### src/hw/cdpm_defs.vh
// Constants for the CPU clock divider and power manager block.
// Assumes inclusion by bare name from design files only.
`ifndef CDPM_DEFS_VH
`define CDPM_DEFS_VH

// APB register byte offsets
`define CDPM_OFF_DIV 12'h000
`define CDPM_OFF_AUX 12'h004
`define CDPM_OFF_POWER_CONTROL_REG 12'h008
`define CDPM_OFF_IEN 12'h00c
`define CDPM_OFF_CFG 12'h010
`define CDPM_OFF_STAT 12'h014

// aux_control_reg fields
`define CDPM_AUX_BOI 5
`define CDPM_AUX_BOD 6
// power_control_reg fields
`define CDPM_POWER_CONTROL_REG_IDL 0
`define CDPM_POWER_CONTROL_REG_PD 1
`define CDPM_POWER_CONTROL_REG_BOF 5
`define CDPM_POWER_CONTROL_REG_POF 4
// irq_enable_reg fields
`define CDPM_IEN_EBO 5
`define CDPM_IEN_EA 7
// user_config_byte fields
`define CDPM_CFG_HALVE_CLOCK_CFG 0
`define CDPM_CFG_WATCHDOG_ENABLE_CFG 1
`define CDPM_CFG_XTAL 2

// Reset values
`define CDPM_RST_DIV 8'h00
`define CDPM_RST_AUX 8'h00
`define CDPM_RST_IEN 8'h00
`define CDPM_RST_CFG 8'h00

// Oscillator stability counts in system clocks
`define CDPM_STAB_XTAL 11'h400
`define CDPM_STAB_RC 11'h100

`endif

### src/hw/cdpm_power_manager.v
// CPU clock divider and power manager: clock enable generation,
// brownout and power-on flags, idle and power-down control, wake logic.
// Assumes an APB master on i_sys_clk and analogue detector levels on pins.
//
// Summary of operation
// Halve-clock config doubles the CPU period at divider zero: 12 clocks per machine cycle.
// Divider zero gives oscillator rate, or half with halve-clock set.
// Divider N of 1..255 divides the CPU clock by 2*(N+1).
// New divider values take effect on the fly without stalling execution.
// Brownout resets by default; the select bit makes it an interrupt.
// Brownout reset holds while the detector reports low supply.
// Brownout interrupt fires once on the high-to-low supply transition.
// Brownout interrupt is serviced only with global and own enable set.
// Brownout sets a sticky flag cleared only by software.
// Brownout disable bit blocks both reset and interrupt.
// Power-on detection sets a sticky flag cleared only by software.
// Idle stops the CPU; peripherals run; enabled irq or reset ends it.
// Power-down request stops the oscillator and enters power down.
// Power down ends on reset or enabled interrupt above current priority.
// Watchdog overflow may reset the device during power down.
// Brownout configured as interrupt wakes from power down.
// Wake holds execution 1024 clocks with crystal, 256 otherwise.
// Brownout, watchdog, comparators, converter run on in power down.
// Watchdog reset wakes only with enable set; interrupt only with it clear.
// Brownout wake needs detection enabled; reset or enabled interrupt.
// Converter wake needs RC clock, converter enabled and interrupt enabled.
// Keyboard, external and comparator events wake when enabled.
// Leaving idle or power down clears the matching request bit.
`include "cdpm_defs.vh"
`timescale 1ns/1ps
`default_nettype none

module cdpm_power_manager #(
	parameter DIV_W = 8
) (
	// Clock and reset
	input wire i_sys_clk,
	input wire i_reset,
	// APB slave
	input wire i_psel,
	input wire i_penable,
	input wire i_pwrite,
	input wire [11:0] i_paddr,
	input wire [31:0] i_pwdata,
	output wire o_pready,
	output reg [31:0] o_prdata,
	output wire o_pslverr,
	// Analogue detectors, asynchronous
	input wire i_brownout_low,
	input wire i_power_on_det,
	// Wake sources from the interrupt system and peripherals
	input wire i_wdt_overflow,
	input wire i_wdt_irq,
	input wire i_ext_reset,
	input wire i_periph_irq,
	input wire i_periph_irq_above_prio,
	input wire i_converter_done,
	input wire i_converter_en,
	input wire i_converter_rc_clock_select,
	input wire i_converter_irq_en,
	// CPU and oscillator controls
	output reg o_cpu_clk_en,
	output wire o_cpu_run,
	output wire o_osc_enable,
	output wire o_brownout_reset,
	output wire o_brownout_irq,
	output wire o_wdt_reset,
	output wire o_analog_keep_alive
);

	// =====================================================================
	// State and registers
	localparam ST_RUN = 4'b0001;
	localparam ST_IDLE = 4'b0010;
	localparam ST_PDOWN = 4'b0100;
	localparam ST_WAKE = 4'b1000;

	reg [3:0] state;
	reg [3:0] next_state;
	reg [DIV_W-1:0] cpu_clock_divider;
	reg [7:0] aux_control_reg;
	reg [7:0] irq_enable_reg;
	reg [7:0] user_config_byte;
	reg idle_request;
	reg power_down_request;
	reg brownout_flag;
	reg power_on_flag;
	reg bo_irq_pend;
	reg [DIV_W:0] div_cnt;
	reg [10:0] stab_cnt;
	reg [2:0] bo_sync;
	reg [2:0] po_sync;
	reg bo_level;
	reg po_level;

	wire halve_clock_cfg = user_config_byte[`CDPM_CFG_HALVE_CLOCK_CFG];
	wire watchdog_enable_cfg = user_config_byte[`CDPM_CFG_WATCHDOG_ENABLE_CFG];
	wire brownout_irq_select = aux_control_reg[`CDPM_AUX_BOI];
	wire brownout_disable = aux_control_reg[`CDPM_AUX_BOD];
	wire global_irq_enable = irq_enable_reg[`CDPM_IEN_EA];
	wire brownout_irq_enable = irq_enable_reg[`CDPM_IEN_EBO];

	// =====================================================================
	// APB access
	wire wr = i_psel & i_penable & i_pwrite;
	wire rd_sel = i_psel & ~i_pwrite;

	function hit;
		input [11:0] addr;
		input [11:0] off;
		begin
			hit = (addr == off);
		end
	endfunction

	wire unmapped = ~(hit(i_paddr, `CDPM_OFF_DIV) |
		hit(i_paddr, `CDPM_OFF_AUX) | hit(i_paddr, `CDPM_OFF_POWER_CONTROL_REG) |
		hit(i_paddr, `CDPM_OFF_IEN) | hit(i_paddr, `CDPM_OFF_CFG) |
		hit(i_paddr, `CDPM_OFF_STAT));

	// Zero wait states; unmapped addresses answer with an error
	assign o_pready = 1'b1;
	assign o_pslverr = i_psel & i_penable & unmapped;

	// Per-register write strobes, qualified by the access phase
	wire wr_div = wr & hit(i_paddr, `CDPM_OFF_DIV);
	wire wr_aux = wr & hit(i_paddr, `CDPM_OFF_AUX);
	wire wr_power_control_reg = wr & hit(i_paddr, `CDPM_OFF_POWER_CONTROL_REG);
	wire wr_ien = wr & hit(i_paddr, `CDPM_OFF_IEN);
	wire wr_cfg = wr & hit(i_paddr, `CDPM_OFF_CFG);

	// =====================================================================
	// Detector synchronisers: a change counts when stages two and three agree
	always @(posedge i_sys_clk) begin
		if (i_reset) begin
			bo_sync <= 3'h0;
			po_sync <= 3'h0;
			bo_level <= 1'b0;
			po_level <= 1'b0;
		end else begin
			bo_sync <= {bo_sync[1:0], i_brownout_low};
			po_sync <= {po_sync[1:0], i_power_on_det};
			if (bo_sync[1] == bo_sync[2])
				bo_level <= bo_sync[2];
			if (po_sync[1] == po_sync[2])
				po_level <= po_sync[2];
		end
	end

	// Brownout path stays live in every mode, including power down
	wire bo_active = bo_level & ~brownout_disable;
	wire bo_fall_edge = bo_sync[1] & bo_sync[2] & ~bo_level;
	wire bo_event = bo_fall_edge & ~brownout_disable;
	assign o_brownout_reset = bo_active & ~brownout_irq_select;
	// Only serviced with both enables set
	assign o_brownout_irq = bo_irq_pend & global_irq_enable &
		brownout_irq_enable;
	assign o_analog_keep_alive = 1'b1;

	// =====================================================================
	// Wake qualification
	wire irq_wake = i_periph_irq & i_periph_irq_above_prio;
	wire adc_wake = i_converter_done & i_converter_en &
		i_converter_rc_clock_select & i_converter_irq_en;
	wire wdt_irq_wake = i_wdt_irq & ~watchdog_enable_cfg;
	assign o_wdt_reset = i_wdt_overflow & watchdog_enable_cfg;
	wire bo_irq_wake = bo_event & brownout_irq_select &
		brownout_irq_enable;
	wire any_reset = i_ext_reset | o_wdt_reset | o_brownout_reset;
	wire idle_wake = (i_periph_irq & global_irq_enable) | o_brownout_irq |
		adc_wake | wdt_irq_wake;
	wire pd_wake = irq_wake | adc_wake | wdt_irq_wake | bo_irq_wake;

	// Exit conditions, repeating those of the state change, for the request-bit clear
	wire leave_idle = (state == ST_IDLE) & (idle_wake | any_reset);
	wire leave_wake = (state == ST_WAKE) & (stab_cnt == 11'h001);

	wire [10:0] stab_len = user_config_byte[`CDPM_CFG_XTAL] ?
		`CDPM_STAB_XTAL : `CDPM_STAB_RC;

	always @* begin
		next_state = state;
		case (state)
			ST_RUN: begin
				if (power_down_request)
					next_state = ST_PDOWN;
				else if (idle_request)
					next_state = ST_IDLE;
			end
			ST_IDLE: begin
				if (idle_wake | any_reset)
					next_state = ST_RUN;
			end
			ST_PDOWN: begin
				if (pd_wake | any_reset)
					next_state = ST_WAKE;
			end
			ST_WAKE: begin
				if (stab_cnt == 11'h001)
					next_state = ST_RUN;
			end
			default: next_state = ST_RUN;
		endcase
	end

	assign o_osc_enable = (state != ST_PDOWN);
	assign o_cpu_run = (state == ST_RUN);

	always @(posedge i_sys_clk) begin
		if (i_reset) begin
			state <= ST_RUN;
			stab_cnt <= 11'h000;
		end else begin
			state <= next_state;
			if (state == ST_PDOWN)
				stab_cnt <= stab_len;
			else if (state == ST_WAKE)
				stab_cnt <= stab_cnt - 11'h001;
		end
	end

	// =====================================================================
	// CPU clock enable: terminal compared every cycle, so rate changes apply at once
	wire [DIV_W:0] div_term = (cpu_clock_divider == {DIV_W{1'b0}}) ?
		{{DIV_W{1'b0}}, halve_clock_cfg} :
		{cpu_clock_divider, 1'b1};

	reg [DIV_W:0] next_div_cnt;
	reg next_cpu_clk_en;

	// A count already past a smaller new terminal ends the period at once,
	// so a rate change never stalls the CPU for a counter wrap.
	always @* begin
		if (div_cnt >= div_term) begin
			next_div_cnt = {(DIV_W+1){1'b0}};
			next_cpu_clk_en = 1'b1;
		end else begin
			next_div_cnt = div_cnt + 1'b1;
			next_cpu_clk_en = 1'b0;
		end
	end

	always @(posedge i_sys_clk) begin
		if (i_reset) begin
			div_cnt <= {(DIV_W+1){1'b0}};
			o_cpu_clk_en <= 1'b0;
		end else begin
			div_cnt <= next_div_cnt;
			o_cpu_clk_en <= next_cpu_clk_en;
		end
	end

	// =====================================================================
	// Software registers and sticky flags
	always @(posedge i_sys_clk) begin
		if (i_reset) begin
			cpu_clock_divider <= `CDPM_RST_DIV;
			aux_control_reg <= `CDPM_RST_AUX;
			irq_enable_reg <= `CDPM_RST_IEN;
			user_config_byte <= `CDPM_RST_CFG;
			idle_request <= 1'b0;
			power_down_request <= 1'b0;
			brownout_flag <= 1'b0;
			power_on_flag <= 1'b0;
			bo_irq_pend <= 1'b0;
		end else begin
			if (wr_div)
				cpu_clock_divider <= i_pwdata[DIV_W-1:0];
			if (wr_aux)
				aux_control_reg <= i_pwdata[7:0];
			if (wr_ien)
				irq_enable_reg <= i_pwdata[7:0];
			if (wr_cfg)
				user_config_byte <= i_pwdata[7:0];
			if (wr_power_control_reg) begin
				idle_request <= i_pwdata[`CDPM_POWER_CONTROL_REG_IDL];
				power_down_request <= i_pwdata[`CDPM_POWER_CONTROL_REG_PD];
				// Write zero clears; hardware set below wins
				brownout_flag <= brownout_flag &
					i_pwdata[`CDPM_POWER_CONTROL_REG_BOF];
				power_on_flag <= power_on_flag &
					i_pwdata[`CDPM_POWER_CONTROL_REG_POF];
			end
			if (leave_idle)
				idle_request <= 1'b0;
			if (leave_wake)
				power_down_request <= 1'b0;
			if (bo_event | bo_active)
				brownout_flag <= 1'b1;
			if (po_level)
				power_on_flag <= 1'b1;
			// Pending interrupt taken as once-only pulse on the edge
			if (bo_event & brownout_irq_select)
				bo_irq_pend <= 1'b1;
			else if (o_brownout_irq | ~brownout_irq_select)
				bo_irq_pend <= 1'b0;
		end
	end

	// =====================================================================
	// Read data: latched in the setup cycle, held through the access phase
	reg [31:0] next_prdata;

	always @* begin
		next_prdata = o_prdata;
		if (rd_sel & ~i_penable) begin
			next_prdata = 32'h00000000;
			if (hit(i_paddr, `CDPM_OFF_DIV))
				next_prdata[DIV_W-1:0] = cpu_clock_divider;
			if (hit(i_paddr, `CDPM_OFF_AUX))
				next_prdata[7:0] = aux_control_reg;
			if (hit(i_paddr, `CDPM_OFF_IEN))
				next_prdata[7:0] = irq_enable_reg;
			if (hit(i_paddr, `CDPM_OFF_CFG))
				next_prdata[7:0] = user_config_byte;
			if (hit(i_paddr, `CDPM_OFF_POWER_CONTROL_REG)) begin
				next_prdata[`CDPM_POWER_CONTROL_REG_IDL] = idle_request;
				next_prdata[`CDPM_POWER_CONTROL_REG_PD] = power_down_request;
				next_prdata[`CDPM_POWER_CONTROL_REG_BOF] = brownout_flag;
				next_prdata[`CDPM_POWER_CONTROL_REG_POF] = power_on_flag;
			end
			if (hit(i_paddr, `CDPM_OFF_STAT))
				next_prdata[5:0] = {bo_irq_pend, po_level, bo_level,
					state[2:0]};
		end
	end

	always @(posedge i_sys_clk) begin
		if (i_reset)
			o_prdata <= 32'h00000000;
		else
			o_prdata <= next_prdata;
	end

endmodule
`default_nettype wire

### config.mk
export PLATFORM = sky130hd
export DESIGN_NAME = cdpm_power_manager
export DESIGN_NICKNAME = d
export VERILOG_FILES = /design/src/hw/cdpm_power_manager.v
export VERILOG_INCLUDE_DIRS = /design/src /design/src/hw
export SDC_FILE = /design/constraint.sdc
export NUM_CORES = 1
export LEC_CHECK = 0
export ABC_AREA = 0
export BUFFER_PORTS_ARGS = -buffer_cell sky130_fd_sc_hd__buf_4
export CORE_ASPECT_RATIO = 2
export CORE_MARGIN = 2
export CORE_UTILIZATION = 53
export CTS_CLUSTER_SIZE = 14
export DETAILED_ROUTE_END_ITERATION = 7
export GPL_TIMING_DRIVEN = 0
export MAX_ROUTING_LAYER = met4
export PLACE_DENSITY = 0.89
export SLEW_MARGIN = 20
export SYNTH_ARGS = -nofsm -noshare
export SYNTH_HDL_FRONTEND = slang
export SYNTH_SLANG_ARGS = --single-unit
### constraint.sdc
create_clock -name i_sys_clk -period 2.39 [get_ports i_sys_clk]
set_input_delay 0.478 -clock i_sys_clk [delete_from_list [all_inputs] [get_ports i_sys_clk]]
set_output_delay 0.478 -clock i_sys_clk [all_outputs]
set_load 0.01 [all_outputs]
Word-level counts from Yosys, hierarchy flattened
Cells that the tools add are included.
- $add $sub $neg: 2
- magnitude comparators: 1
- equal/unequal tests: 17
- mux-type cells: 24
- bitwise gates (word level): 54
- reduce and logical (&&, ||, !) cells: 10
- operators with widths (operator ; count):
    11-bit 2-to-1 mux ; 3
    8-bit 2-to-1 mux ; 4
    1-bit bitwise AND ; 30
    12-bit by 4-bit == test with 1-bit output (second input constant) ; 2
    12-bit by 5-bit == test with 1-bit output (second input constant) ; 2
    4-bit 2-to-1 mux ; 5
    1-bit bitwise OR ; 17
    4-bit one-hot mux with 4 select lines ; 1
    12-bit by 3-bit == test with 1-bit output (second input constant) ; 1
    12-bit zero test ; 1
    11-bit by 1-bit == test with 1-bit output (second input constant) ; 1
    11-bit by 1-bit subtractor with 11-bit output (second input constant) ; 1
    9-bit by 1-bit adder with 9-bit output (second input constant) ; 1
    9-bit >= comparator ; 1
    9-bit 2-to-1 mux ; 1
    8-bit zero test ; 1
    2-bit nonzero test ; 4
    1-bit 2-to-1 mux ; 7
    1-bit NOT ; 7
    6-bit 2-to-1 mux ; 1
    2-bit OR reduction ; 3
    4-bit by 1-bit == test with 1-bit output (second input constant) ; 1
    4-bit by 2-bit == test with 1-bit output (second input constant) ; 1
    4-bit by 3-bit == test with 1-bit output (second input constant) ; 1
    8 further kinds ; 11
- bits in registers: 78
- bits of input ports: 60
- output and inout port bits: 41
- word-level logic and storage cells: 126

Depth between registers and ports, before layout
Gate-level depths: netlist (run 1).
- word-level depth: 9
- mapped depth: 9
- depth with buffers taken out: 8

Worst setup path after synthesis (run 1)
OpenSTA, ideal clock, no wires.
- kind: input to register
- start: input port i_paddr[3]
- end: register user_config_byte[0]
- library setup time: 0.128 ns
- arrival: 2.076 ns
- data required time: 2.262 ns
- setup slack: 0.186 ns
- stages on the path: 7
- path buffers: 2
- cell sequence: buf_2 > or4_1 > nor4_4 > and2b_1 > buf_6 > mux2i_1 > nor2_1
- word-level cells in the longest chain between the ends: 2
- RTL lines (element ; line ; source):
    start: declaration ; cdpm_power_manager.v:43 ; input wire [11:0] i_paddr,
    12-bit by 5-bit == test with 1-bit output ; cdpm_power_manager.v:112 ; hit = (addr == off);
    1-bit bitwise AND ; cdpm_power_manager.v:130 ; wire wr_cfg = wr & hit(i_paddr, `CDPM_OFF_CFG);
    end signal: assignment ; cdpm_power_manager.v:260 ; user_config_byte <= `CDPM_RST_CFG;
    end signal: assignment ; cdpm_power_manager.v:274 ; user_config_byte <= i_pwdata[7:0];
    end: declaration ; cdpm_power_manager.v:83 ; reg [7:0] user_config_byte;
Every way passes these cells.
A chain may end at the register's enable or synchronous reset.

Worst setup path in the final report (run 1)
- start: input port i_paddr[9]
- end: register user_config_byte[5]
The elaborated chain is that of the path after synthesis.

==> run summary, run 1 <==
Status -> completed
Fin nets -> 612
Num Clock Sinks -> 78
Num CTS Buffers -> 9
Die ar. -> 0.00842 sq mm
Tot Pwr -> 3.37 mW
Via density -> 5.78
Final Hold Vio Count -> 0
Tot GR Track Use -> 25.7%
N_diodes -> 0
Synth Register Bits -> 78
Yosys cell types -> 57
WP data required -> 2.60 ns
Count of pins over their slew limit -> 0
Fmax -> 432 MHz
# rows -> 45
Syn Std Cell Area -> 0.00406 sq mm
Relative slew margins -> 37.7%
Biggest register -> stab_cnt
Critical path type -> in2reg
FF+latch area -> 0.00156 sq mm
Cell Area, Placed -> 0.00463 sq mm
PwrDens -> 675 mW/mm^2
H-Tree Depth -> 3
Most common cell on crit path -> buf_6
Largest register FFs -> 11
Final setup viols -> 0
Area contributors post-synth -> dfxtp_1, mux2i_1, nor2_1
Dpl cells -> 622
Initial Utilization -> 54.2%
Worst Hold Class -> in2reg
Hold slack -> 0.352 ns
Finished layout cell area -> 0.00500 sq mm
Detailed Place HPWL -> 7120 um
Remaining DRCs -> 0
Clock Pin Slew Worst Setup and Hold Paths -> 0.06 ns
Largest regs -> stab_cnt (11), div_cnt (9)
CP arrival -> 2.52 ns
Global-route wire length before repair -> 16000 um
Largest net degree at the start of global routing -> 15
Static Leak -> 1.98 nW
Period utilization -> 96.8%
Setup TNS -> 0 ns
Die Y -> 128 um
RSZ-0062 raised after global routing -> yes
Seq/Total Area, Yosys -> 38.5%
Critical Path Start Type -> input pin
Clk Latency, worst-skew pair -> 0.35 ns
Core area -> 0.00749 sq mm
Die W -> 65.9 um
Worst-path fanout max -> 8
Initial antenna violation count -> 0
DRT iter0 DRCs -> 218
Post-route ant nets -> 0
Ys Warns -> 0
CTS tree -> done
Hold Crit Depth -> 2
Multi-input logic area -> 0.00227 sq mm
GRT Residual Overflow -> 0
Fin crit period -> 2.31 ns
Vias in the first global route -> 3364
Delay of the slowest critical-path stage -> 0.54 ns
Post-synth EDFFs -> 0
CP cell instances -> buf_4, or4_4, buf_6, nor4_4, and2b_1, buf_6, mux2i_1, nor2_1
# IOs -> 101
Post-Place Setup Slack -> -0.190 ns
Post-synth top area share -> 38.5%
Clock buffer depth -> 2
Synth async-reset ratio -> 0%
Worst-Margin Slew -> 0.922 ns
DR vias -> 3688
Skew final -> 0.00689 ns
Proportion of layout cells with a drive suffix above 1 -> 21.9%
Setup slack after layout -> 0.0760 ns
Mapped Cells -> 455
Router iterations before antenna repair -> 5
Synth area leader -> dfxtp_1
IO buf count -> 49
Final WL -> 10100 um
Final cell count without fillers -> 638
CP max-delay cell -> nor4_4
RePlAce Congestion -> 0.936
Clk Tree Root Cell -> clkbuf_16
Max IR drop VDD -> 0.537 mV
P&R area growth vs syn -> 23.2%
Utilization after layout -> 66.8%
Setup crit end kind -> register
Max Cap Viol -> 0
R2R cell count -> 8
Filler instances -> 597
Ys flop type -> dfxtp_1
Routed len/inst -> 15.9 um
Syn_area_per_cell -> 8.92 sq um
-- synth_stat cells, drive strengths merged (5+ instances only) --
cell type and number:
a211oi 5, a21oi 19, buf 35, clkbuf 13, dfxtp 78, ha 13
inv 18, mux2 5, mux2i 41, nand2 17, nand3 12, nand4 6
nor2 65, nor2b 9, nor3 13, nor4 18, nor4b 6, o21ai 11
or4 7, xor2 7
-- cells by family after synthesis --
logic type,Yosys count,synth area share [%]
AND/OR/NAND/NOR,174,23.9
flip-flops,78,38.5
AO/OA/AOI/OAI,67,11.1
buffers and inverters,66,8.97
multiplexers,46,11.5
adder cells (fa/ha/maj),13,4.01
XOR/XNOR,9,1.94
other,2,0.185
-- what timing repair did --
action                                  in CTS  in global routing
hold buffers                                 0                  0
pin swaps                                    0                  2
buffers inserted                             0                  0
cloned                                       0                  1
gates resized for setup                      2                  5
endpoints found under the setup margin       4                 11
-- layout by cell type (no fill, tap or decap), drive strengths merged, types with 7 or more instances in the layout --
cell	instances
a21oi	19
buf	84
clkbuf	21
conb	26
dfxtp	78
ha	13
inv	18
mux2i	41
nand2	17
nand3	12
nor2	65
nor2b	9
nor3	13
nor4	18
o21ai	11
or4	7
xor2	7
-- worst max-delay path, delay by kind of cell --
| kind | cells | cell delay (ns) |
|---|---|---|
| buf+inv | 3 | 0.45 |
| mux | 1 | 0.24 |
| simple gates | 4 | 1.35 |
-- report_power, final --
part           total, mW  internal (mW)  switching, mW  leakage [nW]
Sequential          1.41           1.35         0.0561         0.631
Clock               1.47          0.917          0.557         0.156
Combinational      0.494          0.231          0.263          1.19
-- path summary, 6_finish.rpt --
kind                        startpoint                  end  slack (ns)
setup / recovery            i_paddr[9]  user_config_byte[5]        0.08
hold / removal          i_power_on_det           po_sync[0]        0.35
setup reg to reg  cpu_clock_divider[1]           div_cnt[1]        0.14
hold reg to reg             po_sync[0]           po_sync[1]        0.44
-- layout make-up --
cell class	instances	area share, %
multi-input cells	336	45.4
flip-flops and latches	78	31.2
repair buffers	49	7.36
plain buffers	47	5.86
clock buffers	9	4.50
well taps	94	2.35
clock inverters	7	1.98
inverters	18	1.35
-- routing by layer --
| metal | global-route usage, % | wire [um] |
|---|---|---|
| met5 | - | 0 |
| met4 | 12.3 | 395 |
| met3 | 6.41 | 708 |
| met2 | 40.9 | 4910 |
| met1 | 29.8 | 4130 |
Note: power is estimated with default switching activity, not from simulation.
==> run 2: changes to the inputs <==
--- a/config.mk
+++ b/config.mk
@@ -16,6 +16,7 @@
 export GPL_TIMING_DRIVEN = 0
 export MAX_ROUTING_LAYER = met4
 export PLACE_DENSITY = 0.89
+export REMOVE_ABC_BUFFERS = 1
 export SLEW_MARGIN = 20
 export SYNTH_ARGS = -nofsm -noshare
 export SYNTH_HDL_FRONTEND = slang
==> run 2 against run 1 <==
- register-to-register slack is essentially flat
- cell area shrank 4.2%
- global-route usage shrank 2.1 points
- highest routed layer unchanged
- critical path depth shrank 3
- clock power is essentially flat
- cell count shrank 6.3%
==> run summary, run 2 (synthesized netlist as in run 1, its figures left out) <==
Biggest register -> stab_cnt
Setup TNS -> 0 ns
Status -> completed
Utilization after layout -> 64.0%
Clk Tree Root Cell -> clkbuf_16
Die W -> 65.9 um
Max IR drop VDD -> 0.526 mV
Clk Latency, worst-skew pair -> 0.34 ns
Largest regs -> stab_cnt (11), div_cnt (9)
Tot GR Track Use -> 23.6%
RSZ-0062 raised after global routing -> yes
# rows -> 45
Period utilization -> 99.2%
DR vias -> 3517
Final setup viols -> 0
RePlAce Congestion -> 0.896
Vias in the first global route -> 3218
N_diodes -> 0
CTS tree -> done
Clock buffer depth -> 2
Num Clock Sinks -> 78
Global-route wire length before repair -> 14900 um
Worst Hold Class -> in2reg
Met3 usage -> 5.88%
Critical path type -> in2out
Worst-Margin Slew -> 0.847 ns
Largest net degree at the start of global routing -> 78
Hold_buf cts -> 0
P&R area growth vs syn -> 18.1%
Busiest grt layer -> met2
Critical Path Start Type -> input pin
Tot Pwr -> 3.29 mW
Hold slack -> 0.347 ns
Clock Pin Slew Worst Setup and Hold Paths -> 0.05 ns
Most common cell after layout, fill and taps aside -> dfxtp_1
Initial antenna violation count -> 0
RR Endpoint -> div_cnt[1]
Worst Setup SP -> i_paddr[7]
Setup crit end kind -> output port
Most frequent cells in the layout -> dfxtp_1, nor2_1, buf_4, mux2i_1, conb_1
Fin nets -> 572
Detailed Place HPWL -> 6290 um
CP endpoint -> o_pslverr
Relative slew margins -> 43.1%
DRT iter0 DRCs -> 261
Die Y -> 128 um
Fmax -> 422 MHz
Worst R2R Start -> cpu_clock_divider[4]
CP arrival -> 1.89 ns
Setup slack, reg-to-reg -> 0.14 ns
Max Cap Viol -> 0
GRT met1 Usage -> 27.8%
Routed len/inst -> 16.2 um
Worst-path fanout max -> 4
Num CTS Buffers -> 9
Proportion of layout cells with a drive suffix above 1 -> 19.8%
Die ar. -> 0.00842 sq mm
Fin crit period -> 2.37 ns
Final Hold Vio Count -> 0
Count of pins over their slew limit -> 0
Post-route ant nets -> 0
Initial Utilization -> 54.2%
Remaining DRCs -> 0
# IOs -> 101
Static Leak -> 1.84 nW
M2 GR Usage -> 37.1%
Final WL -> 9690 um
GRT Residual Overflow -> 0
Router iterations before antenna repair -> 5
WP data required -> 1.91 ns
Largest register FFs -> 11
Skew final -> 0.00539 ns
PwrDens -> 688 mW/mm^2
Hold Crit Depth -> 2
IO buf count -> 50
Core area -> 0.00749 sq mm
R2R cell count -> 8
Via density -> 5.88
H-Tree Depth -> 3
-- run 2: cell types whose count changed in the layout (fill, tap and decap cells not counted), moves of 2 or more --
cell	before	now
buf_1	4	0
buf_2	3	1
buf_4	75	54
buf_6	2	0
clkbuf_1	12	1
clkinv_4	3	1
-- run 2: metrics by stage --
step / std cells / setup slack, ns / instance area (sq um)
floorplan: 431 / -0.577 / 3850
global placement: 575 / -1.64 / 4350
detailed placement: 576 / -0.652 / 4360
CTS: 593 / 0.00609 / 4710
global route: 598 / -0.0120 / 4790
finish: 598 / 0.0192 / 4790
-- run 2: layout make-up --
| cell class | instances | area [sq um] |
|---|---|---|
| clock inverter | 6 | 86.3 |
| clock buffer | 10 | 229 |
| fill | 604 | 2700 |
| sequential | 78 | 1560 |
| timing repair buffer | 56 | 430 |
| inverter | 18 | 67.6 |
| tap | 94 | 118 |
| multi-input combinational | 336 | 2300 |
-- run 2: worst min-delay path by stage --
stage | start | end | slack [ns]
after global placement | bo_sync[0] | bo_sync[1] | 0.42
final | i_brownout_low | bo_sync[0] | 0.35
after CTS | i_brownout_low | bo_sync[0] | 0.34
after floorplan | bo_sync[0] | bo_sync[1] | 0.41
after detailed placement | bo_sync[0] | bo_sync[1] | 0.43
after global routing | i_power_on_det | po_sync[0] | 0.37
-- run 2: what timing repair did --
| item | 4_1_cts | 5_1_grt |
|---|---|---|
| endpoints found under the setup margin | 11 | 21 |
| gates cloned | 0 | 1 |
| gates resized for setup | 5 | 6 |
| buffers inserted | 1 | 4 |
| pin swaps | 1 | 4 |
-- run 2: where the power goes --
group / internal [mW] / switching, mW / leakage (nW)
Clock: 0.912 / 0.534 / 0.152
Combinational: 0.198 / 0.243 / 1.06
Sequential: 1.35 / 0.0560 / 0.631
-- run 2: layer usage --
layer  share of wire (%)  wire, um
met1                  40      3850
met2                  49      4770
met3                 7.9       770
met4                 3.1       299
met5                   0         0
-- run 2: worst max-delay path, cell delays in order --
cell and delay, ns:
buf_4 0.11, or2_2 0.35, or4_4 0.46, o311a_1 0.34
buf_4 0.15
==> run 3: changes to the inputs <==
--- a/config.mk
+++ b/config.mk
@@ -10,12 +10,14 @@
 export BUFFER_PORTS_ARGS = -buffer_cell sky130_fd_sc_hd__buf_4
 export CORE_ASPECT_RATIO = 2
 export CORE_MARGIN = 2
-export CORE_UTILIZATION = 53
+export CORE_UTILIZATION = 55
+export CTS_BUF_LIST = sky130_fd_sc_hd__clkbuf_2 sky130_fd_sc_hd__clkbuf_4 sky130_fd_sc_hd__clkbuf_8
 export CTS_CLUSTER_SIZE = 14
 export DETAILED_ROUTE_END_ITERATION = 7
+export GPL_ROUTABILITY_DRIVEN = 0
 export GPL_TIMING_DRIVEN = 0
 export MAX_ROUTING_LAYER = met4
-export PLACE_DENSITY = 0.89
+export PLACE_DENSITY = 0.92
 export REMOVE_ABC_BUFFERS = 1
 export SLEW_MARGIN = 20
 export SYNTH_ARGS = -nofsm -noshare
==> run 3 against run 2 <==
- cell count decreased by 0.84%
- non-clock buffer count fell by 3
- via count rose by 2.4%
- count of clock-buffer cells in the layout grew 3
- critical endpoint is now div_cnt[1]
- critical path type is now reg2reg
- register-to-register slack worse by 0.12 ns
- die area is 3.5% lower
- clock power shrank 21%
- sequential share of layout area grew 0.56 points
- cell area is 1.6% lower
- maximum frequency about the same
==> run summary, run 3 (synthesized netlist as in run 1, its figures left out) <==
Status -> completed
Proportion of layout cells with a drive suffix above 1 -> 20.4%
Initial antenna violation count -> 0
CP arrival -> 2.64 ns
Largest register FFs -> 11
Top cell family by delay on the critical path -> simple AND/OR/NAND/NOR gates
Worst R2R Start -> cpu_clock_divider[4]
Worst-Margin Slew -> 0.950 ns
H-Tree Depth -> 3
Worst Hold Class -> in2reg
Clk Tree Root Cell -> clkbuf_8
Router iterations before antenna repair -> 5
Final Hold Vio Count -> 0
# IOs -> 101
Hold slack -> 0.327 ns
Max IR drop VDD -> 0.580 mV
Final cell count without fillers -> 593
Post-Place Setup Slack -> -0.627 ns
Critical Path Start Type -> register
Fin nets -> 569
Count of pins over their slew limit -> 0
Largest regs -> stab_cnt (11), div_cnt (9)
Delay of the slowest critical-path stage -> 0.41 ns
Final setup viols -> 0
Initial Utilization -> 56.3%
Hold Path Sink -> po_sync[0]
Relative slew margins -> 35.8%
Num Clock Sinks -> 78
Skew final -> 0.00703 ns
Global-route wire length before repair -> 16300 um
Die Y -> 125 um
Fmax -> 422 MHz
Die W -> 64.7 um
WP data required -> 2.66 ns
Setup slack, reg-to-reg -> 0.02 ns
RR Endpoint -> div_cnt[1]
Hold_buf cts -> 0
Clock buffer depth -> 2
Critical path buffers and inverters -> 0
Final WL -> 10300 um
P&R area growth vs syn -> 16.2%
# rows -> 44
DR vias -> 3600
Via density -> 6.07
Max Cap Viol -> 0
Fin crit period -> 2.37 ns
CP cell instances -> nor4_4, nand4_1, ha_1, nand2b_1, a211oi_2, nor3_1, o31a_1, nor4b_2
Most frequent cells in the layout -> dfxtp_1, nor2_1, buf_4, mux2i_1, conb_1
Hold Crit Depth -> 2
Most common cell after layout, fill and taps aside -> dfxtp_1
Hold_sp -> i_power_on_det
Worst-path fanout max -> 5
Dpl cells -> 574
Clk Latency, worst-skew pair -> 0.36 ns
Clock Pin Slew Worst Setup and Hold Paths -> 0.08 ns
Setup crit end kind -> register
Filler instances -> 570
PwrDens -> 640 mW/mm^2
Largest net degree at the start of global routing -> 78
DRT iter0 DRCs -> 224
Tot GR Track Use -> 26.7%
Biggest register -> stab_cnt
N_diodes -> 0
Core area -> 0.00721 sq mm
Detailed Place HPWL -> 7360 um
Die ar. -> 0.00812 sq mm
GRT Residual Overflow -> 0
Period utilization -> 99.2%
Post-route ant nets -> 0
R2R cell count -> 8
Setup slack after layout -> 0.0191 ns
CTS tree -> done
CP max-delay cell -> o31a_1
Vias in the first global route -> 3591
Setup TNS -> 0 ns
Routed len/inst -> 17.4 um
Static Leak -> 1.80 nW
Remaining DRCs -> 0
Critical path type -> reg2reg
IO buf count -> 50
Num CTS Buffers -> 9
run 3: cell types whose count changed in the layout (fill, tap and decap cells not counted), sizes merged:
cell      before  now
clkinv         3    1
buf           56   53
clkbuf        10   13
clkinvlp       1    0
run 3: worst max path at each step:
stage	start	endpoint	cells past startpoint
3_5_place_dp	i_paddr[9]	aux_control_reg[1]	7
5_1_grt	cpu_clock_divider[4]	div_cnt[1]	8
4_1_cts	cpu_clock_divider[1]	div_cnt[2]	8
3_3_place_gp	i_paddr[9]	aux_control_reg[2]	6
2_1_floorplan	i_paddr[9]	aux_control_reg[0]	5
6_report	cpu_clock_divider[4]	div_cnt[1]	8
run 3: cell type report:
| type | count | area (sq um) | share of cell area (%) |
|---|---|---|---|
| Sequential cell | 78 | 1560 | 33.1 |
| Tap cell | 92 | 115 | 2.44 |
| Multi-Input combinational cell | 336 | 2340 | 49.5 |
| Clock buffer | 13 | 173 | 3.66 |
| Timing Repair Buffer | 53 | 395 | 8.39 |
| Clock inverter | 3 | 65.1 | 1.38 |
| Inverter | 18 | 67.6 | 1.43 |
run 3: repair_timing:
item / in CTS / in global routing
resized for setup: 8 / 10
setup buffers: 1 / 1
cloned: 1 / 0
endpoints found under the setup margin: 32 / 12
pin swaps: 2 / 7
run 3: metrics by stage:
stage	area, sq um	power (mW)	util, %
after global routing	4710	3.13	65.4
after global placement	4340	1.85	60.2
after detailed placement	4360	1.87	60.4
after floorplan	3850	1.68	-
final	4710	3.02	65.4
after CTS	4660	3.02	64.6
run 3: metal layers:
metal  up-vias  global-route usage [%]  routed length [um]
met5         -                       -                   0
met4         0                    20.3                 650
li1       1659                       -                   -
met3        57                    6.38                 601
met2       168                    45.5                5550
met1      1716                    25.0                3490
run 3: power by group:
| part | leakage (nW) | switching, mW | total (mW) | internal [mW] |
|---|---|---|---|---|
| combinational | 1.04 | 0.256 | 0.457 | 0.201 |
| clock | 0.123 | 0.471 | 1.15 | 0.684 |
| sequential | 0.631 | 0.0567 | 1.41 | 1.35 |
| total | 1.80 | 0.784 | 3.02 | 2.23 |
